==> src/rtl/flm_pkg.sv <==
// constants and types shared by the flash led mode control block
// assumes a single 125 MHz core clock and active-low async reset
package flm_pkg;
    // ===========================================
    // led operating modes
    typedef enum logic [2:0] {
        FLM_SHUTDOWN,
        FLM_TORCH,
        FLM_ASSIST,
        FLM_RESERVED,
        FLM_FLASH
    } flm_mode_t;

    // ===========================================
    // current level codes driven to the analog current source
    localparam logic [1:0] FLM_LVL_OFF = 2'h0;
    localparam logic [1:0] FLM_LVL_LOW = 2'h1;
    localparam logic [1:0] FLM_LVL_FULL = 2'h2;

    // ===========================================
    // serial bus addresses (write byte / read byte) and 7-bit form
    localparam logic [7:0] FLM_WR_ADDR_BYTE = 8'h60;
    localparam logic [7:0] FLM_RD_ADDR_BYTE = 8'h61;
    localparam logic [6:0] FLM_DEV_ADDR = FLM_WR_ADDR_BYTE[7:1];

    // reset values
    localparam logic [2:0] FLM_LVL_SET_RST = 3'h1;
    localparam logic FLM_FAULT_RST = 1'b0;
endpackage

==> src/rtl/flm_mode_ctrl.sv <==
// mode decoder and led enable logic for a flash led driver
// assumes pins are asynchronous and pass through two-flop synchronisers;
// the serial protocol engine outside supplies the decoded bus requests
`timescale 1ns/1ps

module flm_mode_ctrl
    import flm_pkg::*;
(
    input wire logic core_clk_i,            // 125 MHz core clock
    input wire logic rstn_i,                // async reset, active low
    input wire logic if_select_i,           // interface select pin
    input wire logic clock_or_mode_bit1_i,  // dual-role pin one
    input wire logic data_or_mode_bit2_i,   // dual-role pin two (in)
    input wire logic torch_i,               // torch pin
    input wire logic tx_mask_i,             // transmit mask pin
    input wire logic strobe_i,              // strobe pin input side
    input wire logic boost_ov_i,            // overvoltage comparator
    input wire logic led_two_i,             // led count comparator
    input wire logic [6:0] bus_addr_i,      // address seen by bus engine
    input wire logic bus_addr_vld_i,        // one-cycle address strobe
    input wire logic bus_assist_i,          // assist requested by reg
    input wire logic bus_flash_i,           // flash requested by reg
    input wire logic bus_torch_en_i,        // torch enable by reg
    input wire logic [2:0] bus_lvl_set_i,   // torch/assist current code
    input wire logic fault_clr_i,           // one-cycle fault clear
    output logic strobe_o,                  // strobe pin drive value
    output logic strobe_oe_o,               // strobe pin output enable
    output logic [2:0] mode_o,              // current operating mode
    output logic [1:0] level_o,             // current level class
    output logic [2:0] lvl_set_o,           // low current code applied
    output logic driver_en_o,               // led driver on
    output logic fault_ov_o,                // sticky overvoltage fault
    output logic addr_match_o               // bus address matched
);

    // ===========================================
    // pin synchronisers
    logic [6:0] s1_r;
    logic [6:0] s2_r;
    always_ff @(posedge core_clk_i or negedge rstn_i) begin
        if (!rstn_i) begin
            s1_r <= 7'h00;
            s2_r <= 7'h00;
        end else begin
            s1_r <= {led_two_i, boost_ov_i, strobe_i, tx_mask_i,
                     torch_i, data_or_mode_bit2_i,
                     clock_or_mode_bit1_i};
            s2_r <= s1_r;
        end
    end

    wire mode_bit_one = s2_r[0];
    wire mode_bit_two = s2_r[1];
    wire torch_s = s2_r[2];
    wire mask_s = s2_r[3];
    wire strobe_s = s2_r[4];
    wire ov_s = s2_r[5];
    wire led_two_s = s2_r[6];

    logic sel1_r;
    logic sel_r;
    always_ff @(posedge core_clk_i or negedge rstn_i) begin
        if (!rstn_i) begin
            sel1_r <= 1'b0;
            sel_r <= 1'b0;
        end else begin
            sel1_r <= if_select_i;
            sel_r <= sel1_r;
        end
    end

    // ===========================================
    // request decode
    wire serial_mode = sel_r;
    // two-bit logic: 00 torch/off, 01 assist, 10 reserved, 11 flash
    wire l_flash = !serial_mode && mode_bit_one && mode_bit_two;
    wire l_assist = !serial_mode && !mode_bit_one && mode_bit_two;
    wire l_rsvd = !serial_mode && mode_bit_one && !mode_bit_two;
    wire l_torch = !serial_mode && !mode_bit_one && !mode_bit_two
                   && torch_s;
    // strobe input only counts in serial mode
    wire s_flash = serial_mode && (bus_flash_i || strobe_s);
    wire s_assist = serial_mode && bus_assist_i;
    wire s_torch = serial_mode && bus_torch_en_i && torch_s;

    wire req_flash = l_flash || s_flash;
    wire req_assist = l_assist || s_assist;
    wire req_torch = l_torch || s_torch;

    // flash beats assist beats torch
    logic fault_ov_r;
    flm_mode_t mode_nxt;
    always_comb begin
        if (fault_ov_r) begin
            mode_nxt = FLM_SHUTDOWN;
        end else if (req_flash) begin
            mode_nxt = FLM_FLASH;
        end else if (req_assist) begin
            mode_nxt = FLM_ASSIST;
        end else if (l_rsvd) begin
            mode_nxt = FLM_RESERVED;
        end else if (req_torch) begin
            mode_nxt = FLM_TORCH;
        end else begin
            mode_nxt = FLM_SHUTDOWN;
        end
    end

    // ===========================================
    // mode state and outputs
    flm_mode_t mode_r;
    logic [1:0] level_nxt;
    always_comb begin
        case (mode_nxt)
            FLM_FLASH: level_nxt = mask_s ? FLM_LVL_LOW
                                          : FLM_LVL_FULL;
            FLM_ASSIST: level_nxt = FLM_LVL_LOW;
            FLM_TORCH: level_nxt = FLM_LVL_LOW;
            default: level_nxt = FLM_LVL_OFF;
        endcase
    end

    // fault set wins over a clear in the same cycle
    wire fault_nxt = ov_s || (fault_ov_r && !fault_clr_i);

    always_ff @(posedge core_clk_i or negedge rstn_i) begin
        if (!rstn_i) begin
            mode_r <= FLM_SHUTDOWN;
            level_o <= FLM_LVL_OFF;
            driver_en_o <= 1'b0;
            fault_ov_r <= FLM_FAULT_RST;
            lvl_set_o <= FLM_LVL_SET_RST;
        end else begin
            mode_r <= mode_nxt;
            level_o <= level_nxt;
            // ov gates the driver at once; the mode only catches up
            // with the fault flop one edge later
            driver_en_o <= (level_nxt != FLM_LVL_OFF) && !ov_s;
            fault_ov_r <= fault_nxt;
            lvl_set_o <= bus_lvl_set_i;
        end
    end
    assign mode_o = mode_r;
    assign fault_ov_o = fault_ov_r;

    // ===========================================
    // strobe pin direction and bus address match
    always_ff @(posedge core_clk_i or negedge rstn_i) begin
        if (!rstn_i) begin
            strobe_o <= 1'b0;
            strobe_oe_o <= 1'b0;
            addr_match_o <= 1'b0;
        end else begin
            strobe_o <= !serial_mode && led_two_s;
            strobe_oe_o <= !serial_mode;
            addr_match_o <= serial_mode && bus_addr_vld_i
                            && (bus_addr_i == FLM_DEV_ADDR);
        end
    end
endmodule

==> config.mk <==
export PLATFORM = sky130hd
export DESIGN_NAME = flm_mode_ctrl
export DESIGN_NICKNAME = d
export VERILOG_FILES = /design/src/rtl/flm_pkg.sv /design/src/rtl/flm_mode_ctrl.sv
export SDC_FILE = /design/constraint.sdc
export NUM_CORES = 1
export LEC_CHECK = 0
export ABC_AREA = 1
export BUFFER_PORTS_ARGS = -buffer_cell sky130_fd_sc_hd__clkbuf_2
export CAP_MARGIN = 20
export CORE_UTILIZATION = 45
export CTS_CLUSTER_DIAMETER = 150
export CTS_CLUSTER_SIZE = 16
export DETAILED_ROUTE_END_ITERATION = 16
export GPL_TIMING_DRIVEN = 0
export PLACE_DENSITY_LB_ADDON = 0.05
export REMOVE_ABC_BUFFERS = 1
export SLEW_MARGIN = 15
export SYNTH_ARGS = -nofsm -noshare
export SYNTH_HDL_FRONTEND = slang
export SYNTH_SLANG_ARGS = --single-unit
==> constraint.sdc <==
create_clock -name core_clk_i -period 1.3 [get_ports core_clk_i]
set_clock_uncertainty 0.05 [all_clocks]
set_input_delay 0.195 -clock core_clk_i [delete_from_list [all_inputs] [get_ports core_clk_i]]
set_output_delay 0.195 -clock core_clk_i [all_outputs]
set_load 0.005 [all_outputs]
==> Word level (Yosys, flattened, before mapping) <==
Index checks and enable logic that the tools add are counted.
{ "op_classes": {"n_eq_ne": 4, "muxes": 7, "n_reduce_logical": 28} }
{ "op_table": {"columns": ["operator", "n"], "rows": [
  ["$logic_and 1x1->1", 16],
  ["$eq 7x6->1 const B", 1],
  ["$mux 2", 3],
  ["$mux 3", 2],
  ["$logic_not 1->1", 5],
  ["$logic_or 1x1->1", 5],
  ["$pmux 2 s2", 1],
  ["$eq 3x1->1 const B", 1],
  ["$eq 3x2->1 const B", 1],
  ["$eq 3x3->1 const B", 1],
  ["$reduce_bool 2->1", 1],
  ["$reduce_or 2->1", 1],
  ["$mux 1", 1]
]} }
{ "word_totals": {"reg_bits": 29, "input_bits": 25, "out_inout_bits": 13, "wordCells": 51} }

==> Longest topological paths before layout <==
Gate-level depths: netlist (run 1).
{ "depth": {"ltp_word": 15, "depth_mapped": 8, "ltp_nobuf": 8} }

==> Least setup slack after synthesis (run 1) <==
OpenSTA, ideal clock, no wires.
{ "synth_path": {"path_type": "register -> register", "startpoint": "register sel_r", "endpoint": "register driver_en_o", "setup_ns": 0.113, "arrival_ns": 0.948, "required_time_ns": 1.137, "path_slack_ns": 0.189, "stages_incl_launch_ff": 9, "n_path_buf": 0, "period_less_slack_ns": 1.111, "path_cell_list": "dfrtp_1 > nor2_1 > nand2_1 > nand2_1 > nor2_2 > nand3_1 > nand3_1 > nand2_1 > inv_1"} }
{ "synth_via": {"elab_chain_len": 15, "word_cells_on_any_way": 27, "cone_classes": "eq/ne (3); mux (6); reduce/logical (18)"} }
{ "synth_lines": {"columns": ["item", "line_no", "source"], "rows": [
  ["start, declared", "flm_mode_ctrl.sv:61", "logic sel_r;"],
  ["start signal, assigned", "flm_mode_ctrl.sv:68", "sel_r <= sel1_r;"],
  ["$logic_not 1->1", null, null],
  ["$logic_and 1x1->1", "flm_mode_ctrl.sv:77, flm_mode_ctrl.sv:79", null],
  ["$logic_and 1x1->1", "flm_mode_ctrl.sv:79", "wire l_torch = !serial_mode && !mode_bit_one && !mode_bit_two"],
  ["$logic_and 1x1->1", "flm_mode_ctrl.sv:80", "&& torch_s;"],
  ["$logic_or 1x1->1", "flm_mode_ctrl.sv:88", "wire req_torch = l_torch || s_torch;"],
  ["$mux 1", "flm_mode_ctrl.sv:102", "end else if (req_torch) begin"],
  ["$mux 2", "flm_mode_ctrl.sv:100", "end else if (l_rsvd) begin"],
  ["$mux 2", "flm_mode_ctrl.sv:98", "end else if (req_assist) begin"],
  ["$mux 3 (*)", "flm_mode_ctrl.sv:96", "end else if (req_flash) begin"],
  ["$mux 3 (*)", "flm_mode_ctrl.sv:94", "if (fault_ov_r) begin"],
  ["$eq 3x1->1 or $eq 3x2->1 (tied branches)", "flm_mode_ctrl.sv:114", "case (mode_nxt)"],
  ["$reduce_or 2->1 (no source line)", null, null],
  ["$pmux 2 s2 (*)", "flm_mode_ctrl.sv:114", null],
  ["$reduce_bool 2->1 (*)", "flm_mode_ctrl.sv:138", "driver_en_o <= (level_nxt != FLM_LVL_OFF) && !ov_s;"],
  ["$logic_and 1x1->1 (*)", "flm_mode_ctrl.sv:138", null],
  ["end signal, assigned", "flm_mode_ctrl.sv:138", null],
  ["end, declared", "flm_mode_ctrl.sv:31", "output logic driver_en_o,"]
]} }
Mark *: on every way between the ends. The rest lies on a longest branch, timed or not.

==> Final worst setup path (run 1) <==
Ends and elaborated chain as after synthesis.

==> results of run 1 <==
[power groups by stage]
stage | logic (W) | clock network (W) | registers (W)
3_5_place_dp | 0.000114 | 0 | 0.000984
6_report | 0.000149 | 0.000490 | 0.000969
3_3_place_gp | 0.000111 | 0 | 0.000982
5_1_grt | 0.000169 | 0.000546 | 0.000974
4_1_cts | 0.000145 | 0.000510 | 0.000966
2_1_floorplan | 0.0000357 | 0 | 0.000984
[final timing paths]
check                            start     endpoint  slack, ns  depth (start not counted)
min reg2reg                    s1_r[3]      s2_r[3]       0.30                          0
max in group asynchronous       rstn_i        sel_r       0.34                          2
max reg2reg                      sel_r  driver_en_o       0.05                          8
min in group asynchronous       rstn_i      s1_r[6]       0.39                          2
max                              sel_r  driver_en_o       0.05                          8
min                        fault_clr_i   fault_ov_o       0.01                          2
[per-stage QoR]
stage / setup TNS (ns) / util, %
2_1_floorplan: 0 / -
3_3_place_gp: 0 / 62.6
3_5_place_dp: 0 / 62.6
4_1_cts: 0 / 72.6
5_1_grt: -0.0165 / 74.0
6_report: 0 / 74.0
[cells in the mapped netlist]
cell	n
nor3_1	1
dfstp_2	1
nand2_1	9
nand3_4	1
nor2_2	1
o21ai_1	1
nor2_1	5
nand3_2	1
nand3_1	7
dfrtp_1	28
o21ai_0	2
inv_2	1
inv_1	7
nand4_1	2
[sequential cells by signal, summed over array words and instances, names as in the netlist]
name,flops
addr_match_o,1
driver_en_o,1
fault_ov_o,1
level_o,2
lvl_set_o,3
mode_o,3
s1_r,7
s2_r,7
sel1_r,1
sel_r,1
strobe_o,1
strobe_oe_o,1
[cells in the final DEF (no fill, tap or decap)]
cell type / count
clkbuf_1: 1
clkbuf_2: 37
clkbuf_4: 5
clkinv_2: 2
dfrtp_1: 27
dfrtp_2: 1
dfstp_2: 1
dlygate4sd3_1: 13
inv_1: 7
inv_2: 1
nand2_1: 8
nand2_2: 1
nand3_1: 5
nand3_2: 3
nand3_4: 1
nand4_1: 2
nor2_1: 4
nor2_2: 1
nor2_4: 1
nor3_1: 1
o21ai_0: 2
o21ai_2: 1
[cells by family (layout without fill, tap and decap cells)]
logic type | count (synthesis) | count (layout) | synth area share, %
flip-flops | 29 | 29 | 79.8
AO/OA/AOI/OAI | 3 | 3 | 1.65
AND/OR/NAND/NOR | 27 | 27 | 15.2
buffers and inverters | 8 | 66 | 3.30
[area by class of cell]
type | count | area [µm²] | share of cell area (%)
clock inverters | 2 | 10.0 | 0.750
multi-input cells | 30 | 178 | 13.3
clock buffers | 6 | 41.3 | 3.10
repair buffers | 50 | 315 | 23.6
inverters | 8 | 30.0 | 2.25
flip-flops and latches | 29 | 728 | 54.6
well taps | 25 | 31.3 | 2.35
[critical path, delay by kind of cell, from the launching register on]
kind          cells  cell delay (ns)
buf+inv           1             0.04
flops             1             0.48
simple gates      7             0.59
[routing by layer]
metal / global-route usage (%) / vias up / wire length, µm
met3: 6.92 / 8 / 89
met1: 17.1 / 292 / 601
met4: 13.7 / 0 / 54
met5: 0 / - / 0
met2: 30.3 / 25 / 792
li1: - / 324 / -
[timing repair]
action	CTS	global route
hold endpoints to repair	40	0
gates resized for setup	0	7
hold buffers	13	0
endpoints found under the setup margin	0	1
==> metrics.md, run 1 <==
| Metric | Value |
|---|---|
| CTS buffer count | 5 |
| Sequential share of power | 60.3% |
| Row count | 15 |
| Initial antenna violation count | 0 |
| Port buffer count | 37 |
| CTS sink count | 29 |
| First-pass GRT wire length | ~2500 µm |
| Vias/cell | 4.33 |
| Clk network pwr share | between 30% and 40% |
| Startpoint types | register |
| H-tree levels | 2 |
| Cells after synthesis | 67 |
| Routed WL per cell | 10.2 µm |
| Unique masters post-synth | 14 |
| Initial Utilization | between 50% and 60% |
| Yosys top cell area share | between 70% and 80% |
| Seq cells post-synth | 29 |
| Overall global routing resource usage | between 10% and 20% |
| Fill count | 137 |
| Switching share of total power | 23.3% |
| Crit Path Class | register to register |
| Share of layout cells above drive strength 1 | 44.0% |
| Final Instance Area | 0.00133 mm² |
| Mapped cell area | 911 µm² |
| CORE AREA | 0.00180 mm² |
| Wirelength, routed | approximately 1500 µm |
| Placed cell count | 129 |
| Fmax achieved | 800 MHz |
| Post-CTS Setup Inserts | 0 |
| TritonCTS clock tree | built |
| Total congestion overflow | 0 |
| Status | complete, no violations |
| Leading area contributor after synthesis | dfrtp_1 |
| Final Slew Violations | 0 |
| Pin count of the biggest net entering global routing | 30 |
| Chip width | 47.0 µm |
| Cell Pwr Density | 1200 mW/mm² |
| Leakage | 0.717 nW |
| Required time worst endpoint | approximately 1.5 ns |
| Post-DRT Antenna Nets | 0 |
| CTS Root Cell | clkbuf_4 |
| Placed cell area | 0.00113 mm² |
| Final min period | 1.25 ns |
| I/O Pins | 38 |
| Final std cells w/o fill | 150 |
| Drc violations | 0 |
| Final Hold Fails | 0 |
| Antenna diodes | 0 |
| Die height | around 47 µm |
| Worst hold path type | input port to register |
| Worst-Skew Late Latency | 0.32 ns |
| Max Cap Viol | 0 |
| Crit Path Max Fanout | 7 |
| Yosys warning count | 0 |
| Tot Pwr | around 0.0016 W |
| Vias in the first global route | 637 |
| Final Hold Slack | 0.0124 ns |
| Ranking of synthesized cells by area | dfrtp_1, nand3_1, nand2_1 |
| Clock Path Buffers | 2 |
| Post-synthesis sequential area ratio | 79.8% |
| DR pass1 iterations | 3 |
| Power Internal | 0.00123 W |
| Critical path cell sequence | nor2_4 -> nand2_1 -> nand2_2 -> nor2_2 -> nand3_1 -> nand3_1 -> nand2_1 -> inv_1 |
| Slowest CP cell | dfrtp_2 |
| Arr. time, crit path | 1.42 ns |
| Worst rel slew slack | 55.3% |
| Register clock-pin slew on the reported worst setup and hold paths | 0.08 ns |
| Placement Setup Slack | around 0.065 ns |
| Drt initial violations | 6 |
| Vias | 649 |
| Syn_area_per_cell | 13.6 µm² |
| Die ar. | roughly 0.0022 mm² |
| Setup violators final | 0 |
| Crit. End Element | register |
| P_sw | 0.000374 W |
| Crit path largest cell delay | roughly 0.48 ns |
| Combinational share of power | under 10% |
| Layout area overhead | 46.4% |
| Tcrit/Tclk final | between 90% and 100% |
| Worst-Margin Slew | 0.670 ns |
| Fin nets | around 150 |
| Final worst slack | 0.0506 ns |
| Post-DP HPWL | 922 µm |
| GPL Wtd Cong | 0.809 |
| Peak VDD IR | 1.03 mV |
No activity file was read; power rests on OpenSTA's default activity.
==> inputs of run 2 (changes only) <==
ABC_AREA = not set   (was 1)
==> metrics.md, run 2 <==
| Metric | Value |
|---|---|
| Status | finished with violations |
| Failing checks | setup timing |
| RSZ-0062 raised after global routing | yes |
| Syn_area_per_cell | 15.5 µm² (+14%) |
| Cells after synthesis | 59 (-12%) |
| Vias in the first global route | 595 (-6.6%) |
| Chip width | 47.1 µm (+0.33%) |
| I/O Pins | 38 (unchanged) |
| Worst-Margin Slew | 0.666 ns (-0.00364 ns) |
| Final min period | 1.33 ns (+0.0781 ns) |
| Cell with the most instances after synthesis | dfrtp_1 |
| Drt initial violations | 2 (-4) |
| TritonCTS clock tree | built |
| GPL Wtd Cong | 0.806 (-0.35%) |
| Die ar. | 0.00222 mm² (+0.66%) |
| Main flop type after synthesis | dfrtp_1 |
| Seq cells post-synth | 29 (unchanged) |
| Tcrit/Tclk final | 102% (+6.0 points) |
| Unique masters post-synth | 20 (+6) |
| Leakage | 0.692 nW (-3.5%) |
| Arr. time, crit path | 1.53 ns (+0.11 ns) |
| Yosys warning count | 0 (unchanged) |
| CORE AREA | 0.00182 mm² (+1.0%) |
| Final Instance Area | 0.00134 mm² (+0.66%) |
| Share of layout cells above drive strength 1 | 44.2% (+0.17 points) |
| Worst hold path type | input port to register |
| Worst-Skew Late Latency | 0.31 ns (about the same) |
| Final std cells w/o fill | 145 (-3.3%) |
| Pin count of the biggest net entering global routing | 30 (unchanged) |
| DR pass1 iterations | 3 (unchanged) |
| Placed cell area | 0.00113 mm² (+0.11%) |
| Mapped cell area | 917 µm² (+0.69%) |
| Most common cell after layout, fill and taps aside | clkbuf_2 |
| Final worst slack | -0.0275 ns (-0.0781 ns) |
| Synth Area in Compound Gates | 7.91% (+6.3 points) |
| Most frequent cells in the layout | clkbuf_2, dfrtp_1, dlygate4sd3_1 |
| Largest family of logic cells by synthesized area | simple AND/OR/NAND/NOR gates |
| Routed WL per cell | 10.5 µm (+2.4%) |
| Mux contribution to synthesized area | 0% (unchanged) |
| Leading area contributor after synthesis | dfrtp_1 |
| Overall global routing resource usage | 16.3% (-1.5 points) |
| Slowest CP cell | or4b_4 |
| Crit Path Class | register to register |
| Die height | 47.1 µm (+0.33%) |
| Post-DRT Antenna Nets | 0 (unchanged) |
| CTS sink count | 29 (unchanged) |
| Cell Pwr Density | 1200 mW/mm² (-0.71%) |
| CTS Root Cell | clkbuf_4 |
| H-tree levels | 2 (unchanged) |
| Crit. End Element | register |
| Fill count | 123 (-10%) |
| Register area | 729 µm² (+0.17%) |
| Commonest cells post-synth | dfrtp_1, nor2_1, nand2_1 |
| Clock Path Buffers | 2 (unchanged) |
| Multi-input gate area | 178 µm² (unchanged) |
| Ranking of synthesized cells by area | dfrtp_1, dfstp_2, a211oi_1 |
| Top Registers | s1_r: 7 flops, s2_r: 7 flops |
| Critical path cell sequence | or4b_4 -> o22ai_2 -> o21ba_1 |
| Drc violations | 0 (unchanged) |
| Number of synthesized flops with an enable pin | 0 (unchanged) |
| Startpoint types | register |
| First-pass GRT wire length | 2230 µm (-9.5%) |
| Required time worst endpoint | 1.50 ns (+0.03 ns) |
| Final Slew Violations | 0 (unchanged) |
| Async SR Flop Fraction | 100% (unchanged) |
| Initial Utilization | 50.4% (-0.18 points) |
| Yosys top cell area share | 76.4% (-0.52 points) |
| Fin nets | 144 (-3.4%) |
| Peak VDD IR | 1.03 mV (-0.83%) |
| Post-synthesis sequential area ratio | 79.3% (-0.54 points) |
| Max Cap Viol | 0 (unchanged) |
| Layout area overhead | 46.4% (about the same) |
| Setup TNS | -0.0338 ns (-0.0338 ns) |
| Row count | 15 (unchanged) |
| Antenna diodes | 0 (unchanged) |
| Synth Area in Simple Gates | 10.5% (-4.7 points) |
| Final Hold Fails | 0 (unchanged) |
| Crit path largest cell delay | 0.53 ns (+0.05 ns) |
| Post-DP HPWL | 932 µm (+1.1%) |
| Wirelength, routed | 1520 µm (-1.0%) |
| Initial antenna violation count | 0 (unchanged) |
| Total congestion overflow | 0 (unchanged) |
| Vias | 649 (unchanged) |
| Xor and xnor area share after synthesis | 0.955% (+0.95 points) |
| Worst rel slew slack | 55.6% (+0.24 points) |
| Placed cell count | 120 (-7.0%) |
| Setup violators final | 2 (+2) |
| Synth Area in Adders | 0% (unchanged) |
| Register clock-pin slew on the reported worst setup and hold paths | 0.09 ns (about the same) |
| Vias/cell | 4.48 (+3.4%) |
| Crit Path Max Fanout | 2 (-5) |
| CTS buffer count | 5 (unchanged) |
| Tot Pwr | 0.00161 W (about the same) |
| Fmax achieved | 753 MHz (-5.9%) |
| Final Hold Slack | 0.0235 ns (+0.0111 ns) |
| Port buffer count | 37 (unchanged) |
-- run 2: critical path: cells and delay by family (launching register included) --
| family | cells | cell delay (ns) |
|---|---|---|
| and+or+nand+nor | 1 | 0.53 |
| AOI/OAI and AO/OA | 2 | 0.30 |
| DFF | 1 | 0.39 |
-- run 2: metrics by stage --
step,setup WS (ns),utilization [%]
after floorplan,-0.0339,-
after global placement,-0.131,62.0
after detailed placement,-0.143,62.0
after global routing,-0.0801,73.7
final,-0.0275,73.7
after CTS,-0.0375,73.7
-- run 2: report_power, final --
part | internal [W] | switching (W) | leakage, nW | total, W
Combinational | 0.0000900 | 0.0000630 | 0.312 | 0.000153
Sequential | 0.000948 | 0.0000180 | 0.349 | 0.000966
Clock | 0.000205 | 0.000282 | 0.0320 | 0.000488
-- run 2: what timing repair did --
action,CTS,global route
pin swaps,1,0
hold buffers,13,0
buffers inserted,4,0
setup endpoints to repair,2,2
endpoints found under the hold margin,40,0
gates resized for setup,2,0
gates cloned,0,0
-- run 2: kinds of logic (layout without fill, tap and decap cells) --
logic type	count (synthesis)	count (layout)
AO/OA/AOI/OAI	10	10
buffers and inverters	3	64
XOR/XNOR	1	1
AND/OR/NAND/NOR	16	16
flip-flops	29	29
-- run 2: cell type report --
type	count	share of cell area (%)
timing repair buffer	54	25.7
sequential	29	54.3
clock buffer	6	3.08
tap	25	2.33
multi-input combinational	27	13.2
clock inverter	2	0.746
inverter	2	0.559
-- run 2: layer usage --
layer | share of wire [%] | GRT usage, % | vias to the layer above
met5 | 0 | 0 | -
met4 | 1.3 | 9.71 | 0
met3 | 7.8 | 10.0 | 4
met2 | 52 | 27.8 | 37
met1 | 39 | 14.4 | 289
li1 | - | - | 319
-- run 2: final timing paths --
kind | startpoint | to | slack [ns] | cells past startpoint
worst max-delay path | s2_r[4] | driver_en_o | -0.03 | 3
worst min-delay path | bus_addr_vld_i | addr_match_o | 0.02 | 3
worst max register to register | s2_r[4] | driver_en_o | -0.03 | 3
worst min register to register | s1_r[1] | s2_r[1] | 0.30 | 0
max in group asynchronous | rstn_i | fault_ov_o | 0.34 | 2
min in group asynchronous | rstn_i | mode_o[1] | 0.39 | 2
==> inputs of run 3 (changes only) <==
CTS_BUF_LIST = sky130_fd_sc_hd__clkbuf_4 sky130_fd_sc_hd__clkbuf_8   (was not set)
PLACE_DENSITY = 0.85   (was not set)
PLACE_DENSITY_LB_ADDON = not set   (was 0.05)
clock period = 1.25 ns   (was 1.3 ns; I/O delays follow)
==> metrics.md, run 3 (synthesized netlist as in run 2, its figures left out) <==
| Metric | Value |
|---|---|
| Status | finished with violations |
| Failing checks | setup timing |
| Switching share of total power | 23.0% (+0.42 points) |
| Leakage | 0.700 nW (+1.1%) |
| Max Cap Viol | 0 (unchanged) |
| Clock Path Buffers | 2 (unchanged) |
| Most frequent cells in the layout | clkbuf_2, dfrtp_1, dlygate4sd3_1 |
| Cell Pwr Density | 1250 mW/mm² (+4.7%) |
| Fmax achieved | 739 MHz (-1.9%) |
| Combinational share of power | 10.1% (+0.6 points) |
| Initial Utilization | 50.4% (unchanged) |
| Share of layout cells above drive strength 1 | 46.3% (+2.1 points) |
| Worst-Skew Late Latency | 0.31 ns (about the same) |
| Routed WL per cell | 12.4 µm (+19%) |
| CORE AREA | 0.00182 mm² (unchanged) |
| First-pass GRT wire length | 2840 µm (+27%) |
| Die ar. | 0.00222 mm² (unchanged) |
| TritonCTS clock tree | built |
| Vias in the first global route | 698 (+17%) |
| Vias | 698 (+7.6%) |
| Final Hold Fails | 0 (unchanged) |
| Register clock-pin slew on the reported worst setup and hold paths | 0.08 ns (about the same) |
| Drt initial violations | 7 (+5) |
| Fin nets | 145 (+0.69%) |
| Top Registers | s1_r: 7 flops, s2_r: 7 flops |
| Layout area overhead | 49.2% |
| DR pass1 iterations | 4 (+1) |
| CTS Root Cell | clkbuf_4 |
| Setup violators final | 2 (unchanged) |
| Post-DRT Antenna Nets | 0 (unchanged) |
| Die height | 47.1 µm (unchanged) |
| CTS sink count | 29 (unchanged) |
| Sequential share of power | 58.7% (-1.4 points) |
| Final Hold Slack | 0.0418 ns (+0.0183 ns) |
| Peak VDD IR | 1.37 mV (+34%) |
| Clk network pwr share | 31.3% (+0.9 points) |
| Final worst slack | -0.104 ns (-0.0761 ns) |
| Final Slew Violations | 0 (unchanged) |
| Total congestion overflow | 0 (unchanged) |
| Worst-Margin Slew | 0.669 ns (+0.00282 ns) |
| Setup TNS | -0.181 ns (-0.148 ns) |
| GPL Wtd Cong | 0.755 (-6.3%) |
| Vias/cell | 4.78 (+6.8%) |
| Row count | 15 (unchanged) |
| Antenna diodes | 0 (unchanged) |
| Placement Setup Slack | -0.199 ns (-0.0556 ns) |
| CTS buffer count | 5 (unchanged) |
| Worst hold path type | input port to register |
| Crit Path Class | register to register |
| Fill count | 122 (-0.81%) |
| Initial antenna violation count | 0 (unchanged) |
| Startpoint types | register |
| P_sw | 0.000395 W (+8.7%) |
| Pin count of the biggest net entering global routing | 30 (unchanged) |
| Final min period | 1.35 ns (+0.0261 ns) |
| Crit. End Element | register |
| Post-DP HPWL | 1060 µm (+14%) |
| Tcrit/Tclk final | 108% (+6.2 points) |
| Required time worst endpoint | 1.46 ns (-0.04 ns) |
| Chip width | 47.1 µm (unchanged) |
| H-tree levels | 2 (unchanged) |
| Final Instance Area | 0.00137 mm² (+2.0%) |
| Drc violations | 0 (unchanged) |
| Overall global routing resource usage | 19.9% (+3.7 points) |
| Placed cell area | 0.00113 mm² (unchanged) |
| Register area | 729 µm² (unchanged) |
| Most common cell after layout, fill and taps aside | clkbuf_2 |
| Arr. time, crit path | 1.56 ns (+0.03 ns) |
| Crit Path Max Fanout | 2 (unchanged) |
| Wirelength, routed | 1820 µm (+19%) |
| Power Internal | 0.00132 W (+6.1%) |
| I/O Pins | 38 (unchanged) |
| RSZ-0062 raised after global routing | yes |
| Port buffer count | 37 (unchanged) |
| Multi-input gate area | 189 µm² (+6.3%) |
| Worst rel slew slack | 55.4% (-0.19 points) |
| Internal reg-to-reg setup slack | -0.10 ns (-0.08 ns) |
-- run 3: metrics by stage --
stage                     std cells  util (%)  total power (W)
after floorplan                  58         -          0.00106
after global placement          120      62.0          0.00113
after detailed placement        120      62.0          0.00114
after CTS                       146      75.0          0.00173
after global routing            146      75.2          0.00180
final                           146      75.2          0.00171
-- run 3: layer usage --
layer  vias to the layer above  routed length, µm  global-route usage (%)
met5                         -                  0                       0
met1                       337                692                    19.5
met4                         0                 42                    10.9
met2                        33                929                    33.9
li1                        320                  -                       -
met3                         8                151                    10.4
-- run 3: final cells by class --
class                           count  share of cell area, %
Multi-Input combinational cell     27                   13.8
Inverter                            2                  0.548
Sequential cell                    29                   53.3
Timing Repair Buffer               55                   26.1
Clock buffer                        6                   3.29
Clock inverter                      2                  0.731
Tap cell                           25                   2.29
-- run 3: critical path, stage by stage, from the launching register on --
cell and delay [ns]:
dfrtp_1 0.39, or4b_4 0.55, o22ai_4 0.17, o21ba_1 0.13
-- run 3: timing repair --
action,CTS,global route
endpoints found under the hold margin,40,0
resized for setup,4,2
setup endpoints to repair,3,5
hold buffers,13,0
pin swaps,1,1
setup buffers,5,0
-- run 3: worst paths after layout --
| path | endpoint | startpoint | cells after the start |
|---|---|---|---|
| max | driver_en_o | s2_r[4] | 3 |
| min | addr_match_o | bus_addr_vld_i | 3 |
| min reg2reg | s2_r[5] | s1_r[5] | 0 |
| min in group asynchronous | sel1_r | rstn_i | 2 |
| max reg2reg | driver_en_o | s2_r[4] | 3 |
| max in group asynchronous | fault_ov_o | rstn_i | 2 |
-- run 3: power groups by stage --
stage               registers, W   logic, W  clock network (W)
floorplan                0.00103  0.0000306                  0
global placement         0.00103   0.000108                  0
detailed placement       0.00103   0.000113                  0
CTS                      0.00101   0.000168           0.000552
global route             0.00101   0.000190           0.000597
finish                   0.00101   0.000172           0.000536
